[src/pkg/fspc_consts.svh]
`ifndef FSPC_CONSTS_SVH
`define FSPC_CONSTS_SVH

// ============================================================
// register map
`define FSPC_CTRL_OFF 12'h000
`define FSPC_CTRL_RESET 8'h00

// ============================================================
// control register bit positions
`define FSPC_BIT_SPE 0
`define FSPC_BIT_ERASE 1
`define FSPC_BIT_WRITE 2
`define FSPC_BIT_LOCKSEL 3
`define FSPC_BIT_SECTRE 4
`define FSPC_BIT_BUSYSEC 6
`define FSPC_BIT_IRQEN 7

// ============================================================
// accepted encodings of the low five control bits
`define FSPC_ENC_SECTRE 5'h11
`define FSPC_ENC_LOCKRD 5'h09
`define FSPC_ENC_WRITE 5'h05
`define FSPC_ENC_ERASE 5'h03
`define FSPC_ENC_FILL 5'h01

// ============================================================
// instruction windows in clock cycles
`define FSPC_SPM_WINDOW 3'h4
`define FSPC_LPM_WINDOW 3'h3

// ============================================================
// fuse and lock read addresses on the address pointer
`define FSPC_ADDR_FUSE_LOW 16'h0000
`define FSPC_ADDR_LOCK 16'h0001
`define FSPC_ADDR_FUSE_EXT 16'h0002
`define FSPC_ADDR_FUSE_HIGH 16'h0003

// ============================================================
// flash operation timing
`define FSPC_CLK_KHZ 40000
`define FSPC_OP_MIN_NS 3700000
`define FSPC_OP_MAX_NS 4500000
`define FSPC_TICK_NS 1000

`endif

[src/pkg/fspc_pkg.sv]
package fspc_pkg;

    // one instruction report from the cpu core
    typedef struct packed {
        logic spm;
        logic lpm;
        logic [15:0] z_ptr;
        logic [15:0] word;
    } fspc_cpu_req_type;

    // flash operation in progress
    typedef enum logic [1:0] {
        FSPC_OP_NONE = 2'b00,
        FSPC_OP_ERASE = 2'b01,
        FSPC_OP_WRITE = 2'b10
    } fspc_op_type;

endpackage

[src/hdl/fspc_top.sv]
`timescale 1ns/10ps
`include "fspc_consts.svh"
module fspc_top import fspc_pkg::*; #(
    parameter int PAGE_WORDS = 32,
    parameter int TICK_CYCLES = `FSPC_TICK_NS * `FSPC_CLK_KHZ / 1000000,
    parameter int OP_TICKS = (`FSPC_OP_MIN_NS + `FSPC_TICK_NS - 1) / `FSPC_TICK_NS
) (
    input wire logic pclk,
    input wire logic presetn,
    input wire logic flash_por_n,
    input wire logic psel,
    input wire logic penable,
    input wire logic pwrite,
    input wire logic [11:0] paddr,
    input wire logic [31:0] pwdata,
    output logic [31:0] prdata,
    output logic pready,
    output logic pslverr,
    input wire fspc_cpu_req_type cpu_req,
    input wire logic eeprom_write_busy,
    input wire logic global_irq_flag,
    input wire logic [7:0] fuse_low_programmed,
    input wire logic [7:0] fuse_high_programmed,
    input wire logic [7:0] fuse_ext_programmed,
    input wire logic [1:0] lock_programmed,
    input wire logic [$clog2(PAGE_WORDS)-1:0] pbuf_rd_addr,
    output logic [15:0] pbuf_rd_data,
    output logic cpu_halt,
    output logic lpm_sub_valid,
    output logic [7:0] lpm_sub_data,
    output logic program_ready_irq,
    output logic flash_erase_go,
    output logic flash_write_go,
    output logic [15-$clog2(PAGE_WORDS)-1:0] flash_page_addr
);
    localparam int WAW = $clog2(PAGE_WORDS);
    localparam int PAGE_LSB = WAW + 1;
    localparam int PAW = 16 - PAGE_LSB;
    localparam int DIV_W = $clog2(TICK_CYCLES + 1);

    // ============================================================
    // elaboration checks
    generate
        if (PAGE_WORDS < 2 || PAGE_WORDS > 4096 || (1 << WAW) != PAGE_WORDS) begin : g_bad_page
            $error("page size must be a power of two from 2 to 4096 words");
        end
        if (TICK_CYCLES < 1) begin : g_bad_tick
            $error("tick divider needs at least one cycle");
        end
    endgenerate

    // ============================================================
    // helper functions

    // true for the five accepted low encodings
    function automatic logic fspc_legal(input logic [4:0] enc);
        fspc_legal = (enc == `FSPC_ENC_SECTRE) || (enc == `FSPC_ENC_LOCKRD)
            || (enc == `FSPC_ENC_WRITE) || (enc == `FSPC_ENC_ERASE)
            || (enc == `FSPC_ENC_FILL);
    endfunction

    // fuse or lock byte selected by the pointer, inverted flags
    function automatic logic [7:0] fspc_fuse_sel(
        input logic [15:0] z,
        input logic [7:0] lo,
        input logic [7:0] hi,
        input logic [7:0] ext,
        input logic [1:0] lk
    );
        fspc_fuse_sel = 8'hff;
        if (z == `FSPC_ADDR_FUSE_LOW) begin
            fspc_fuse_sel = ~lo;
        end else if (z == `FSPC_ADDR_LOCK) begin
            fspc_fuse_sel = {6'h3f, ~lk};
        end else if (z == `FSPC_ADDR_FUSE_EXT) begin
            fspc_fuse_sel = ~ext;
        end else if (z == `FSPC_ADDR_FUSE_HIGH) begin
            fspc_fuse_sel = ~hi;
        end
    endfunction

    // ============================================================
    // declarations
    logic irq_en;
    logic sect_re;
    logic lock_sel;
    logic page_write_cmd;
    logic page_erase_cmd;
    logic spe;
    logic [2:0] window;
    fspc_op_type op_kind;
    logic op_busy;
    logic op_done;
    logic op_start;
    logic [DIV_W-1:0] div_cnt;
    logic tick;
    logic apb_access;
    logic apb_hit;
    logic ctrl_wr;
    logic [4:0] wr_enc;
    logic cmd_ok;
    logic spm_take;
    logic lpm_take;
    logic fill_take;
    logic window_lapse;
    logic pbuf_clear;
    logic [7:0] status;

    // ============================================================
    // apb decode
    assign apb_access = psel && penable && pready;
    assign apb_hit = (paddr == `FSPC_CTRL_OFF);
    assign ctrl_wr = apb_access && pwrite && apb_hit;
    assign wr_enc = pwdata[4:0];

    // command accepted only when legal, idle and no eeprom write
    assign cmd_ok = ctrl_wr && fspc_legal(wr_enc)
        && !eeprom_write_busy
        && !op_busy;

    // register image; section busy and reserved read zero
    assign status = {irq_en, 1'b0, 1'b0, sect_re, lock_sel,
        page_write_cmd || (op_busy && op_kind == FSPC_OP_WRITE),
        page_erase_cmd || (op_busy && op_kind == FSPC_OP_ERASE),
        spe || op_busy};

    // ============================================================
    // instruction window
    assign spm_take = cpu_req.spm && spe && (window != 3'h0)
        && !eeprom_write_busy && !op_busy;
    assign lpm_take = cpu_req.lpm && spe && lock_sel
        && (window > (`FSPC_SPM_WINDOW - `FSPC_LPM_WINDOW))
        && !eeprom_write_busy;
    assign fill_take = spm_take && !page_write_cmd && !page_erase_cmd && !lock_sel && !sect_re;
    assign window_lapse = (window == 3'h1) && !spm_take && !lpm_take;
    assign op_start = spm_take && (page_write_cmd || page_erase_cmd);

    // one down counter for all command windows
    always_ff @(posedge pclk or negedge presetn) begin
        if (!presetn) begin
            window <= 3'h0;
        end else if (cmd_ok) begin
            window <= `FSPC_SPM_WINDOW;
        end else if (spm_take || lpm_take) begin
            window <= 3'h0;
        end else if (window != 3'h0) begin
            window <= window - 3'h1;
        end
    end

    // ============================================================
    // control bits
    always_ff @(posedge pclk or negedge presetn) begin
        if (!presetn) begin
            {sect_re, lock_sel, page_write_cmd, page_erase_cmd, spe} <= 5'(`FSPC_CTRL_RESET);
        end else if (cmd_ok) begin
            {sect_re, lock_sel, page_write_cmd, page_erase_cmd, spe} <= wr_enc;
        end else if (spm_take || lpm_take || window_lapse) begin
            // auto clear on use or lapse
            sect_re <= 1'b0;
            lock_sel <= 1'b0;
            page_write_cmd <= 1'b0;
            page_erase_cmd <= 1'b0;
            spe <= 1'b0;
        end
    end

    // interrupt enable stored on any register write
    always_ff @(posedge pclk or negedge presetn) begin
        if (!presetn) begin
            irq_en <= 1'(`FSPC_CTRL_RESET >> `FSPC_BIT_IRQEN);
        end else if (ctrl_wr) begin
            irq_en <= pwdata[`FSPC_BIT_IRQEN];
        end
    end

    // ============================================================
    // apb answer, one wait-free access phase
    always_ff @(posedge pclk or negedge presetn) begin
        if (!presetn) begin
            pready <= 1'b0;
            pslverr <= 1'b0;
            prdata <= 32'h0000_0000;
        end else begin
            pready <= psel && !penable;
            pslverr <= psel && !penable && !apb_hit;
            if (psel && !penable && !pwrite && apb_hit) begin
                prdata <= {24'h00_0000, status};
            end else begin
                prdata <= 32'h0000_0000;
            end
        end
    end

    // ============================================================
    // oscillator tick divider, survives system reset
    always_ff @(posedge pclk or negedge flash_por_n) begin
        if (!flash_por_n) begin
            div_cnt <= '0;
            tick <= 1'b0;
        end else if (div_cnt == DIV_W'(TICK_CYCLES - 1)) begin
            div_cnt <= '0;
            tick <= 1'b1;
        end else begin
            div_cnt <= div_cnt + DIV_W'(1);
            tick <= 1'b0;
        end
    end

    // operation length in oscillator ticks
    fspc_op_timer #(
        .TICKS(OP_TICKS)
    ) u_timer (
        .pclk(pclk),
        .rst_n(flash_por_n),
        .tick(tick),
        .start(op_start),
        .busy(op_busy),
        .done(op_done)
    );

    // ============================================================
    // flash operation kind, held across system reset
    always_ff @(posedge pclk or negedge flash_por_n) begin
        if (!flash_por_n) begin
            op_kind <= FSPC_OP_NONE;
        end else begin
            case (op_kind)
                FSPC_OP_NONE: begin
                    if (op_start && page_write_cmd) begin
                        op_kind <= FSPC_OP_WRITE;
                    end else if (op_start) begin
                        op_kind <= FSPC_OP_ERASE;
                    end
                end
                FSPC_OP_ERASE: begin
                    if (op_done) begin
                        op_kind <= FSPC_OP_NONE;
                    end
                end
                FSPC_OP_WRITE: begin
                    if (op_done) begin
                        op_kind <= FSPC_OP_NONE;
                    end
                end
                default: begin
                    op_kind <= FSPC_OP_NONE;
                end
            endcase
        end
    end

    // start pulses and page address toward the flash array
    always_ff @(posedge pclk or negedge flash_por_n) begin
        if (!flash_por_n) begin
            flash_erase_go <= 1'b0;
            flash_write_go <= 1'b0;
            flash_page_addr <= '0;
        end else begin
            flash_write_go <= op_start && page_write_cmd;
            flash_erase_go <= op_start && !page_write_cmd;
            if (op_start) begin
                flash_page_addr <= cpu_req.z_ptr[15:PAGE_LSB];
            end
        end
    end

    // cpu held from store until the operation ends
    always_ff @(posedge pclk or negedge flash_por_n) begin
        if (!flash_por_n) begin
            cpu_halt <= 1'b0;
        end else begin
            cpu_halt <= op_start || (op_busy && !op_done);
        end
    end

    // ============================================================
    // temporary page buffer
    assign pbuf_clear = (op_done && op_kind == FSPC_OP_WRITE)
        || (cmd_ok && wr_enc == `FSPC_ENC_SECTRE);

    fspc_page_buffer #(
        .WORDS(PAGE_WORDS),
        .AW(WAW)
    ) u_pbuf (
        .pclk(pclk),
        .presetn(presetn),
        .clear(pbuf_clear),
        .wr_en(fill_take),
        .wr_addr(cpu_req.z_ptr[WAW:1]),
        .wr_data(cpu_req.word),
        .rd_addr(pbuf_rd_addr),
        .rd_data(pbuf_rd_data)
    );

    // ============================================================
    // fuse and lock readback toward the load instruction
    always_ff @(posedge pclk or negedge presetn) begin
        if (!presetn) begin
            lpm_sub_valid <= 1'b0;
            lpm_sub_data <= 8'hff;
        end else begin
            lpm_sub_valid <= lpm_take;
            if (lpm_take) begin
                lpm_sub_data <= fspc_fuse_sel(cpu_req.z_ptr, fuse_low_programmed,
                    fuse_high_programmed, fuse_ext_programmed,
                    lock_programmed);
            end
        end
    end

    // ============================================================
    // ready interrupt level
    always_ff @(posedge pclk or negedge presetn) begin
        if (!presetn) begin
            program_ready_irq <= 1'b0;
        end else begin
            program_ready_irq <= irq_en && global_irq_flag && !(spe || op_busy);
        end
    end
endmodule

[src/hdl/fspc_page_buffer.sv]
`timescale 1ns/10ps
module fspc_page_buffer #(
    parameter int WORDS = 32,
    parameter int AW = 5
) (
    input wire logic pclk,
    input wire logic presetn,
    input wire logic clear,
    input wire logic wr_en,
    input wire logic [AW-1:0] wr_addr,
    input wire logic [15:0] wr_data,
    input wire logic [AW-1:0] rd_addr,
    output logic [15:0] rd_data
);
    logic [15:0] mem [WORDS];
    logic [WORDS-1:0] filled;

    generate
        if (WORDS < 2 || WORDS != (1 << AW)) begin : g_bad_words
            $error("page buffer needs a power of two words matching its address width");
        end
    endgenerate

    // fill flags, emptied by reset or clear
    always_ff @(posedge pclk or negedge presetn) begin
        if (!presetn) begin
            filled <= '0;
        end else if (clear) begin
            filled <= '0;
        end else if (wr_en && !filled[wr_addr]) begin
            filled[wr_addr] <= 1'b1;
        end
    end

    // a word is written once until the buffer is cleared
    always_ff @(posedge pclk) begin
        if (wr_en && !filled[wr_addr] && !clear) begin
            mem[wr_addr] <= wr_data;
        end
    end

    // unfilled words read as erased flash
    always_ff @(posedge pclk or negedge presetn) begin
        if (!presetn) begin
            rd_data <= 16'hffff;
        end else begin
            rd_data <= filled[rd_addr] ? mem[rd_addr] : 16'hffff;
        end
    end
endmodule

[src/hdl/fspc_op_timer.sv]
`timescale 1ns/10ps
module fspc_op_timer #(
    parameter int TICKS = 3700
) (
    input wire logic pclk,
    input wire logic rst_n,
    input wire logic tick,
    input wire logic start,
    output logic busy,
    output logic done
);
    localparam int CW = $clog2(TICKS + 1);
    logic [CW-1:0] left;

    generate
        if (TICKS < 1) begin : g_bad
            $error("op timer needs at least one tick");
        end
    endgenerate

    // counts oscillator ticks while an operation runs
    always_ff @(posedge pclk or negedge rst_n) begin
        if (!rst_n) begin
            left <= '0;
            busy <= 1'b0;
            done <= 1'b0;
        end else begin
            done <= 1'b0;
            if (start && !busy) begin
                left <= CW'(TICKS);
                busy <= 1'b1;
            end else if (busy && tick) begin
                if (left == CW'(1)) begin
                    busy <= 1'b0;
                    done <= 1'b1;
                end
                left <= left - CW'(1);
            end
        end
    end
endmodule

[config.mk]
export PLATFORM = sky130hd
export DESIGN_NAME = fspc_top
export DESIGN_NICKNAME = d
export VERILOG_FILES = /design/src/pkg/fspc_pkg.sv /design/src/hdl/fspc_top.sv /design/src/hdl/fspc_page_buffer.sv /design/src/hdl/fspc_op_timer.sv
export VERILOG_INCLUDE_DIRS = /design/src /design/src/pkg
export SDC_FILE = /design/constraint.sdc
export NUM_CORES = 1
export LEC_CHECK = 0
export BUFFER_PORTS_ARGS = -buffer_cell sky130_fd_sc_hd__buf_2
export CAP_MARGIN = 10
export CORE_ASPECT_RATIO = 1.75
export CORE_MARGIN = 2
export CORE_UTILIZATION = 45
export CTS_BUF_LIST = sky130_fd_sc_hd__clkbuf_16
export DETAILED_ROUTE_END_ITERATION = 16
export GPL_ROUTABILITY_DRIVEN = 0
export REMOVE_ABC_BUFFERS = 1
export SYNTH_ARGS = -nofsm -noshare
export SYNTH_HDL_FRONTEND = slang
export SYNTH_HIERARCHICAL = 1
export SYNTH_SLANG_ARGS = --single-unit
[constraint.sdc]
create_clock -name pclk -period 10.4 [get_ports pclk]
set_input_delay 1.04 -clock pclk [delete_from_list [all_inputs] [get_ports pclk]]
set_output_delay 1.04 -clock pclk [all_outputs]
set_load 0.02 [all_outputs]
==> out/results.txt, run 1 <==
status = completed
setup-violating endpoint count in the final report = 0
clock network latency to the later pin of the worst-skew pair = 0.60 ns
leakage power summed over all cells = 10.11 nW
proportion of layout cells with a drive suffix above 1 = 24.21%
height of the die = 319.0 um
Yosys warnings = 6
Slowest Stage Delay on Critical Path = 0.67 ns
width of the die = 184.0 um
classification of the worst setup path = flop to flop
initial standard-cell utilization of the core = 45.46%
first-pass GRT wire length = 86.75 mm
H-tree Lvls = 2
register share of total power = 54.8%
required time at the endpoint of the critical path = 10.65 ns
post-cts resize count = 0
Worst VDD drop = 0.0001181 V
maximum buffer depth of the clock tree = 3
floorplan die area = 58690 um^2
buffers inserted during post-CTS setup optimization = 0
net load switching power = 0.001069 W
share of total power in combinational logic = 5.9%
number of clock sinks = 623
Final Power = 0.004977 W
TritonCTS clock tree = built
commonest non-fill, non-tap cells in the layout = edfxtp_1, buf_2, mux2i_1, dfrtp_1, mux4_2
Async SR Flop Fraction = 17.82%
number of ports placed on the die boundary = 190
post-synthesis instance total = 1482
overall global routing resource usage = 19.74%
netlist area before placement = 25510 um^2
share of Yosys cell area claimed by the top area cell type = 60.26%
sort of element at the start of the critical path = flop
pin count of the biggest net entering global routing = 73
final critical path time including I/O delays and setup = 3.626 ns
switching share of power = 21.48%
register clock-pin slew on the reported worst setup and hold paths = 0.07 ns
Max-Cap Viols = 0
number of antenna diodes = 0
internal power consumption = 0.003908 W
setup skew after layout = 0.01792 ns
final total negative setup slack = 0 ns
number of hold-slack violations in the final timing report = 0
Clock power frac = 39.3%
Hold WC Path Type = input pin to async pin
Detail Route Antenna Nets = 0
Main synth FF type = edfxtp_1
largest area contributor in the netlist = edfxtp_1
Synth-to-Final Area Change = 11.62%
maximum operating frequency = 275.8 MHz
overflow left after global routing = 0
CTS hold repair buffers = 0
mean post-synth cell area = 17.21 um^2
number of pins exceeding their max-slew limit in the final report = 0
floorplan core area = 56120 um^2
pwr/cell area = 174.8 nW/um^2
CTS buffer count = 53
Max FO, Critical Path = 17
DRT Wirelength = 56.46 mm
sequential share of the synthesized area = 71.27%
count of unique library cells instantiated by Yosys = 72
transition at the pin with the smallest max-transition slack = 0.9192 ns
sort of element at the end of the critical path = flop
number of flops mapped to enable cells by yosys = 512
number of global-route vias before repair = 14360
reg2reg path depth = 7
DRC violation count after routing = 0
mean number of vias per cell = 5.733
data arrival at the endpoint of the critical path = 3.88 ns
Clock Tree Root = clkbuf_16
wire length per cell = 23.81 um
number of placement rows = 115
number of detailed-routing iterations run before antenna repair = 5
most common cell after layout, fill and taps aside = edfxtp_1
RSZ-0062 raised after global routing = no
worst flop-to-flop path startpoint = u_timer/busy
fin nets = 1751
critical-path cell with the highest stage delay = or4_1
number of synthesized register bits = 623
share of the cycle needed by the critical path after routing = 34.86%
buffers added on ports = 137
vias post-DR = 13590
cells taking the most area after synthesis = edfxtp_1, dfrtp_1, mux4_2
number of antenna violations at the first check in global routing = 0
slew margin rel. = 38.72%
CP cell instances = and4bb_2 > nand2_1 > nor4_1 > or3b_1 > or4_1 > nor2_1 > buf_4
HPWL after DPL = 35.51 mm
Critical Path Source = u_timer/busy
DRC violation total after the first TritonRoute iteration = 1013
-- synth_stat cells (all sizes together), types with 2 or more instances --
master and number:
and4 2, o211ai 20, nand3 12, mux2 30
a22o 19, o311ai 17, nand4b 2, dfstp 24
mux2i 133, mux4 74, xor2 3, and2 8
nor2b 4, a22oi 20, or4 9, edfxtp 512
nor3 3, o21a 16, buf 75, and3 5
clkbuf 44, o21ai 30, ha 9, o22ai 33
dfrtp 87, or3 13, nand3b 2, a21oi 33
nand4 3, inv 46, o31ai 3, or2 19
nand2 24, nand2b 7, nor2 63, nor4 9
a221oi 48, xnor2 2, o2111ai 3
-- cell type report --
class	instances	area, um^2
Multi-Input combinational cell	718	6481
Clock buffer	55	1376
Timing Repair Buffer	182	1039
Fill cell	4623	27640
Inverter	47	176.4
Tap cell	702	878.3
Sequential cell	623	18180
Clock inverter	44	342.8
-- kinds of logic (layout without fill, tap and decap cells) --
family                   after synthesis  in the layout  synth area share [%]
AO/OA/AOI/OAI                        250            250                 7.156
XOR/XNOR                               5              5                0.1717
adder cells (fa/ha/maj)               10             10                0.4806
buffers and inverters                166            328                 3.737
flip-flops                           623            623                 71.27
multiplexers                         237            237                 13.08
other                                  1             26               0.01470
AND/OR/NAND/NOR                      190            190                 4.095
-- worst paths after layout --
path / slack (ns) / to
max in group asynchronous: 8.97 / window[1]
min reg2reg: 0.48 / u_timer/done
min in group pclk: 0.48 / u_timer/done
max: 6.77 / u_pbuf/mem[2][6]
max reg2reg: 6.77 / u_pbuf/mem[2][6]
min: 0.37 / u_pbuf/filled[10]
-- per-layer routing --
metal  routed length (um)  vias to the layer above  GRT usage, %
li1                     -                     6120             -
met1                20560                     7052         22.20
met2                32260                      349         38.23
met3                 2307                       73         2.467
met4                 1341                        0         6.027
met5                    0                        -             0
-- flip-flops by register name, summed over array words and instances, names as in the netlist, 6 cells and up --
signal / cells
u_pbuf/mem: 512
u_pbuf/filled: 32
u_pbuf/rd_data: 16
u_timer/left: 12
flash_page_addr: 10
lpm_sub_data: 8
div_cnt: 6
prdata: 6
-- power by group through the flow --
stage	logic (W)	clock network [W]	registers [W]
floorplan	0.000138	0	0.00279
detailed placement	0.000299	0	0.00278
global placement	0.000293	0	0.00278
CTS	0.000300	0.00200	0.00273
finish	0.000294	0.00196	0.00273
global route	0.000323	0.00210	0.00273
-- through the flow --
stage	utilization [%]	setup slack (ns)	hold WS, ns	instance area, um^2	std cells
after floorplan	-	5.382	0.4350	24830	1388
after global placement	47.68	6.302	0.4696	26760	2272
after detailed placement	47.68	6.273	0.4906	26760	2272
after CTS	50.74	6.751	0.3538	28480	2371
after global routing	50.74	6.556	0.3723	28480	2371
final	50.74	6.774	0.3672	28480	2371
-- critical path: cells and delay by family (launching register included) --
family / cells / cell delay [ns]
buf+inv: 1 / 0.36
flops: 1 / 0.57
simple gates: 6 / 2.32
(Power assumes the default switching activity.)
==> run 2, diff against run 1 <==
==> constraint.sdc (replaced) <==
create_clock -name pclk -period 3.6 [get_ports pclk]
set_input_delay 0.36 -clock pclk [delete_from_list [all_inputs] [get_ports pclk]]
set_output_delay 0.36 -clock pclk [all_outputs]
set_load 0.02 [all_outputs]
==> run 2 against run 1 <==
  * Total power rose to 2.9 times the previous value
  * Core utilization rose by 1.2 points
  * Register-to-register slack got worse by 6.5 ns
  * Hold slack got worse by 0.34 ns
  * Global-route usage fell by 0.83 points
  * Largest cell class unchanged
  * Via count fell by 0.31%
  * Largest power group unchanged
  * Non-clock buffer count rose by 34
  * Highest routed layer is now met5
  * Critical path type unchanged
==> out/results.txt, run 2 (synthesis results as in run 1) <==
mean number of vias per cell = 5.626 (was 5.733)
most common cell after layout, fill and taps aside = edfxtp_1 (unchanged)
number of antenna violations at the first check in global routing = 1 (was 0)
final total negative setup slack = 0 ns (unchanged)
Max FO, Critical Path = 16 (was 17)
pwr/cell area = 502.8 nW/um^2 (was 174.8 nW/um^2)
leakage power summed over all cells = 10.33 nW (was 10.11 nW)
number of ports placed on the die boundary = 190 (unchanged)
required time at the endpoint of the critical path = 3.90 ns (was 10.65 ns)
TritonCTS clock tree = built (unchanged)
maximum operating frequency = 299.6 MHz (was 275.8 MHz)
maximum buffer depth of the clock tree = 3 (unchanged)
slew margin rel. = 30.22% (was 38.72%)
RSZ-0062 raised after global routing = no (unchanged)
data arrival at the endpoint of the critical path = 3.64 ns (was 3.88 ns)
number of hold-slack violations in the final timing report = 0 (unchanged)
number of antenna diodes = 0 (unchanged)
first-pass GRT wire length = 84.15 mm (was 86.75 mm)
DRT Wirelength = 54.63 mm (was 56.46 mm)
buffers added on ports = 137 (unchanged)
Detail Route Antenna Nets = 0 (unchanged)
number of filler instances in the final layout = 4540 (was 4623)
clock network latency to the later pin of the worst-skew pair = 0.60 ns (about the same)
transition at the pin with the smallest max-transition slack = 1.047 ns (was 0.9192 ns)
Hold WC Path Type = input pin to flop (was input pin to async pin)
status = completed (unchanged)
H-tree Lvls = 2 (unchanged)
register clock-pin slew on the reported worst setup and hold paths = 0.07 ns (about the same)
floorplan core area = 56120 um^2 (unchanged)
height of the die = 319.0 um (unchanged)
buffers inserted during post-CTS setup optimization = 0 (unchanged)
floorplan die area = 58690 um^2 (unchanged)
number of placement rows = 115 (unchanged)
DRC violation count after routing = 0 (unchanged)
DRC violation total after the first TritonRoute iteration = 762 (was 1013)
largest registers in the final layout = u_pbuf/mem x512, u_pbuf/filled x32, u_pbuf/rd_data x16 (unchanged)
share of the core filled with cells = 51.92% (was 50.74%)
Worst VDD drop = 0.0003968 V (was 0.0001181 V)
width of the die = 184.0 um (unchanged)
sort of element at the end of the critical path = flop (unchanged)
number of clock sinks = 623 (unchanged)
initial standard-cell utilization of the core = 45.46% (unchanged)
largest reg by FF count = u_pbuf/mem (unchanged)
number of detailed-routing iterations run before antenna repair = 5 (unchanged)
pin count of the biggest net entering global routing = 54 (was 73)
setup skew after layout = 0.01221 ns (was 0.01792 ns)
Max-Cap Viols = 0 (unchanged)
setup-violating endpoint count in the final report = 0 (unchanged)
Final Power = 0.01465 W (was 0.004977 W)
sort of element at the start of the critical path = flop (unchanged)
classification of the worst setup path = flop to flop (unchanged)
number of flip-flops in the largest register = 512 (unchanged)
fin nets = 1787 (was 1751)
overall global routing resource usage = 18.91% (was 19.74%)
overflow left after global routing = 0 (unchanged)
proportion of layout cells with a drive suffix above 1 = 24.84% (was 24.21%)
HPWL after DPL = 36.43 mm (was 35.51 mm)
vias post-DR = 13550 (was 13590)
commonest non-fill, non-tap cells in the layout = edfxtp_1, buf_2, mux2i_1, dfrtp_1, mux4_2 (unchanged)
number of pins exceeding their max-slew limit in the final report = 0 (unchanged)
share of the cycle needed by the critical path after routing = 92.72% (was 34.86%)
number of global-route vias before repair = 14280 (was 14360)
CTS buffer count = 55 (was 53)
wire length per cell = 22.68 um (was 23.81 um)
Clock Tree Root = clkbuf_16 (unchanged)
worst hold slack = 0.02511 ns (was 0.3672 ns)
final critical path time including I/O delays and setup = 3.338 ns (was 3.626 ns)
Synth-to-Final Area Change = 14.21% (was 11.62%)
## run 2: cell types whose count changed in the layout (fill, tap and decap cells not counted), moves of 2 or more
cell / change
clkinvlp_4: +3
clkinv_4: -2
dlygate4sd3_1: +19
buf_4: -6
clkinv_2: -3
clkinv_1: +4
clkinv_8: +2
inv_1: -5
inv_6: +2
buf_12: +21
## run 2: per-layer routing
metal / routed length, um / track usage, % / vias up / share of wire [%]
met2: 30820 / 36.20 / 322 / 56
li1: - / - / 6207 / -
met3: 1989 / 2.330 / 89 / 3.6
met1: 20310 / 21.62 / 6932 / 37
met4: 1493 / 5.902 / 2 / 2.7
met5: 16 / 0 / - / 0.029
## run 2: per-stage QoR
stage          instances  setup WS [ns]  instance area [um^2]
2_1_floorplan       1388        -0.7377                 24830
6_report            2409         0.2621                 29140
3_3_place_gp        2287         0.3052                 27130
4_1_cts             2409         0.2730                 29140
3_5_place_dp        2287         0.2937                 27130
5_1_grt             2409        0.08760                 29140
## run 2: power breakdown
group          switching, W  internal (W)
combinational      0.000557      0.000339
sequential        0.0000264       0.00785
clock               0.00260       0.00328
## run 2: worst max-delay path, cell delays in order, from the launching register on
cell      delay (ns)
dfrtp_1         0.42
inv_1           0.08
ha_1            0.22
nand2b_1        0.11
nand2_1         0.15
nor4_1          0.29
buf_4           0.18
or3b_1          0.46
or4_1           0.68
nor2_1          0.24
buf_12          0.19
## run 2: final timing paths
| check | from | endpoint | slack [ns] | depth (start not counted) |
|---|---|---|---|---|
| max | window[0] | u_pbuf/mem[0][4] | 0.26 | 10 |
| min | fuse_high_programmed[4] | lpm_sub_data[4] | 0.03 | 4 |
| max reg2reg | window[0] | u_pbuf/mem[0][4] | 0.26 | 10 |
| min reg2reg | u_timer/left[8] | u_timer/left[8] | 0.49 | 1 |
| max in group asynchronous | presetn | lpm_sub_data[7] | 2.28 | 3 |
| min in group asynchronous | presetn | u_pbuf/filled[18] | 0.40 | 2 |
## run 2: final cells by class
class	count	area [um^2]	area share (%)
clock buffer	56	1401	4.809
clock inverter	47	414.1	1.421
inverter	47	176.4	0.6055
multi-input combinational	718	6481	22.24
sequential	623	18180	62.40
tap	702	878.3	3.014
timing repair buffer	216	1604	5.505
## run 2: timing repair
action / CTS / global route
endpoints found under the setup margin: 0 / 0
hold buffers: 19 / 0
resized for setup: 0 / 0
endpoints found under the hold margin: 85 / 0
==> run 3, diff against run 2 <==
--- a/config.mk
+++ b/config.mk
@@ -8,12 +8,15 @@
 export LEC_CHECK = 0
 export BUFFER_PORTS_ARGS = -buffer_cell sky130_fd_sc_hd__buf_2
 export CAP_MARGIN = 10
+export CELL_PAD_IN_SITES_DETAIL_PLACEMENT = 1
+export CELL_PAD_IN_SITES_GLOBAL_PLACEMENT = 1
 export CORE_ASPECT_RATIO = 1.75
 export CORE_MARGIN = 2
 export CORE_UTILIZATION = 45
 export CTS_BUF_LIST = sky130_fd_sc_hd__clkbuf_16
 export DETAILED_ROUTE_END_ITERATION = 16
 export GPL_ROUTABILITY_DRIVEN = 0
+export PLACE_DENSITY_LB_ADDON = 0.1
 export REMOVE_ABC_BUFFERS = 1
 export SYNTH_ARGS = -nofsm -noshare
 export SYNTH_HDL_FRONTEND = slang
==> run 3 against run 2 <==
  * Global-route usage up 2.4 points
  * Sequential share of layout area down 0.55 points
  * First-iteration DRC count down 22%
  * Maximum frequency about the same
  * Final cell count up 0.62%
  * Routed wire length up 11%
  * Core utilization up 0.46 points
  * Worst setup slack better by 0.0010 ns
  * Die area unchanged
  * Combinational power up 3.7%
  * Non-clock buffer count up 14
==> out/results.txt, run 3 (synthesis results as in run 1) <==
pin count of the biggest net entering global routing = 39 (was 54)
buffers added on ports = 137 (unchanged)
number of filler instances in the final layout = 5233 (was 4540)
final critical path time including I/O delays and setup = 3.337 ns (was 3.338 ns)
width of the die = 184.0 um (unchanged)
Max-Cap Viols = 0 (unchanged)
initial standard-cell utilization of the core = 45.46% (unchanged)
fin area = 29400 um^2 (was 29140 um^2)
Critical Path Source = window[0] (unchanged)
proportion of layout cells with a drive suffix above 1 = 25.49% (was 24.84%)
number of placement rows = 115 (unchanged)
height of the die = 319.0 um (unchanged)
RSZ-0062 raised after global routing = no (unchanged)
clock network latency to the later pin of the worst-skew pair = 0.60 ns (about the same)
reg2reg path depth = 9 (was 10)
wire length per cell = 25.11 um (was 22.68 um)
maximum operating frequency = 299.7 MHz (was 299.6 MHz)
HPWL after DPL = 41.83 mm (was 36.43 mm)
capture endpoint of the worst hold path = flash_page_addr[2] (was lpm_sub_data[4])
Post-Place Cells = 2299 (was 2287)
number of detailed-routing iterations run before antenna repair = 5 (unchanged)
Detail Route Antenna Nets = 0 (unchanged)
share of the cycle needed by the critical path after routing = 92.69% (was 92.72%)
mean number of vias per cell = 5.687 (was 5.626)
number of antenna diodes = 0 (unchanged)
H-tree Lvls = 2 (unchanged)
buffers inserted during post-CTS setup optimization = 0 (unchanged)
first-pass GRT wire length = 92.88 mm (was 84.15 mm)
sort of element at the end of the critical path = flop (unchanged)
number of clock sinks = 623 (unchanged)
most common cell after layout, fill and taps aside = edfxtp_1 (unchanged)
CTS buffer count = 56 (was 55)
pwr/cell area = 523.7 nW/um^2 (was 502.8 nW/um^2)
largest reg by FF count = u_pbuf/mem (unchanged)
setup slack after placement = 0.2669 ns (was 0.2937 ns)
DRT Wirelength = 60.86 mm (was 54.63 mm)
TritonCTS clock tree = built (unchanged)
Clock Tree Root = clkbuf_16 (unchanged)
Max FO, Critical Path = 16 (unchanged)
Placed Instance Area = 27150 um^2 (was 27130 um^2)
Final Power = 0.01540 W (was 0.01465 W)
fin nets = 1802 (was 1787)
destination of the worst register-to-register timing path = u_pbuf/mem[2][3] (was u_pbuf/mem[0][4])
floorplan core area = 56120 um^2 (unchanged)
overflow left after global routing = 0 (unchanged)
worst hold stages = 2 (was 4)
DRC violation count after routing = 0 (unchanged)
number of flip-flops in the largest register = 512 (unchanged)
number of hold-slack violations in the final timing report = 0 (unchanged)
leakage power summed over all cells = 10.50 nW (was 10.33 nW)
register clock-pin slew on the reported worst setup and hold paths = 0.07 ns (about the same)
largest registers in the final layout = u_pbuf/mem x512, u_pbuf/filled x32, u_pbuf/rd_data x16 (unchanged)
setup slack of the worst register-to-register path = 0.26 ns (about the same)
DRC violation total after the first TritonRoute iteration = 595 (was 762)
setup skew after layout = 0.01311 ns (was 0.01221 ns)
overall global routing resource usage = 21.27% (was 18.91%)
commonest non-fill, non-tap cells in the layout = edfxtp_1, buf_2, mux2i_1, dfrtp_1, mux4_2 (unchanged)
transition at the pin with the smallest max-transition slack = 0.9944 ns (was 1.047 ns)
share of the core filled with cells = 52.39% (was 51.92%)
required time at the endpoint of the critical path = 3.91 ns (was 3.90 ns)
setup-violating endpoint count in the final report = 0 (unchanged)
classification of the worst setup path = flop to flop (unchanged)
Synth-to-Final Area Change = 15.23% (was 14.21%)
startpoint of the lowest-slack hold path = cpu_req[24] (was fuse_high_programmed[4])
number of ports placed on the die boundary = 190 (unchanged)
number of global-route vias before repair = 15440 (was 14280)
slew margin rel. = 33.71% (was 30.22%)
area of the multi-input gates = 6481 um^2 (unchanged)
maximum buffer depth of the clock tree = 3 (unchanged)
Worst VDD drop = 0.0003213 V (was 0.0003968 V)
status = completed (unchanged)
non-filler instance count after layout = 2424 (was 2409)
Sequential Area = 18180 um^2 (unchanged)
data arrival at the endpoint of the critical path = 3.64 ns (about the same)
number of antenna violations at the first check in global routing = 1 (unchanged)
number of pins exceeding their max-slew limit in the final report = 0 (unchanged)
vias post-DR = 13790 (was 13550)
worst flop-to-flop path startpoint = window[0] (unchanged)
Worst Setup Slack, final = 0.2631 ns (was 0.2621 ns)
Hold WC Path Type = input pin to flop (unchanged)
sort of element at the start of the critical path = flop (unchanged)
floorplan die area = 58690 um^2 (unchanged)
run 3: changes by cell type in the layout (fill, tap and decap cells not counted), sizes merged:
cell         before  now
clkbuf           56   57
clkinv           29   22
bufinv            6   15
dlygate4sd3      19   21
inv              52   51
buf             197  209
clkinvlp          7    6
run 3: worst max-delay path: stages, from the launching register on:
cell	delay, ns
dfrtp_1	0.42
inv_1	0.10
ha_1	0.22
nand2b_1	0.10
nand2_1	0.15
nor4_1	0.35
or3b_1	0.50
or4_1	0.70
nor2_1	0.30
buf_12	0.20
run 3: what timing repair did:
item                                   CTS  global route
hold buffers                            21             0
endpoints found under the hold margin   86             0
resized for setup                        0             0
run 3: metrics by stage:
stage | setup TNS [ns] | hold slack [ns]
2_1_floorplan | -386.28 | 0.06441
3_3_place_gp | 0 | 0.3701
3_5_place_dp | 0 | 0.3800
4_1_cts | 0 | 0.003956
5_1_grt | 0 | 0.03227
6_report | 0 | 0.04256
run 3: area by class of cell:
class	instances	area share, %
inverters	47	0.6001
clock inverters	47	2.086
flip-flops and latches	623	61.85
multi-input cells	718	22.05
well taps	702	2.988
repair buffers	230	5.576
clock buffers	57	4.852
run 3: per-layer routing:
layer | track usage [%] | vias up | part of all wire (%)
met5 | 0 | - | 0.026
met4 | 7.040 | 2 | 2.9
met3 | 2.467 | 95 | 3.1
met2 | 42.01 | 311 | 58
met1 | 23.04 | 7163 | 36
li1 | - | 6215 | -
run 3: worst max-delay path by stage:
stage,to,depth (start not counted)
finish,u_pbuf/mem[2][3],9
detailed placement,u_pbuf/mem[2][3],9
floorplan,u_pbuf/mem[1][0],7
global placement,u_pbuf/mem[0][3],8
CTS,u_pbuf/mem[2][4],9
global route,u_pbuf/mem[2][5],9
run 3: report_power, final:
group / switching [W] / internal, W
logic: 0.000575 / 0.000353
clock network: 0.00264 / 0.00395
registers: 0.0000263 / 0.00785
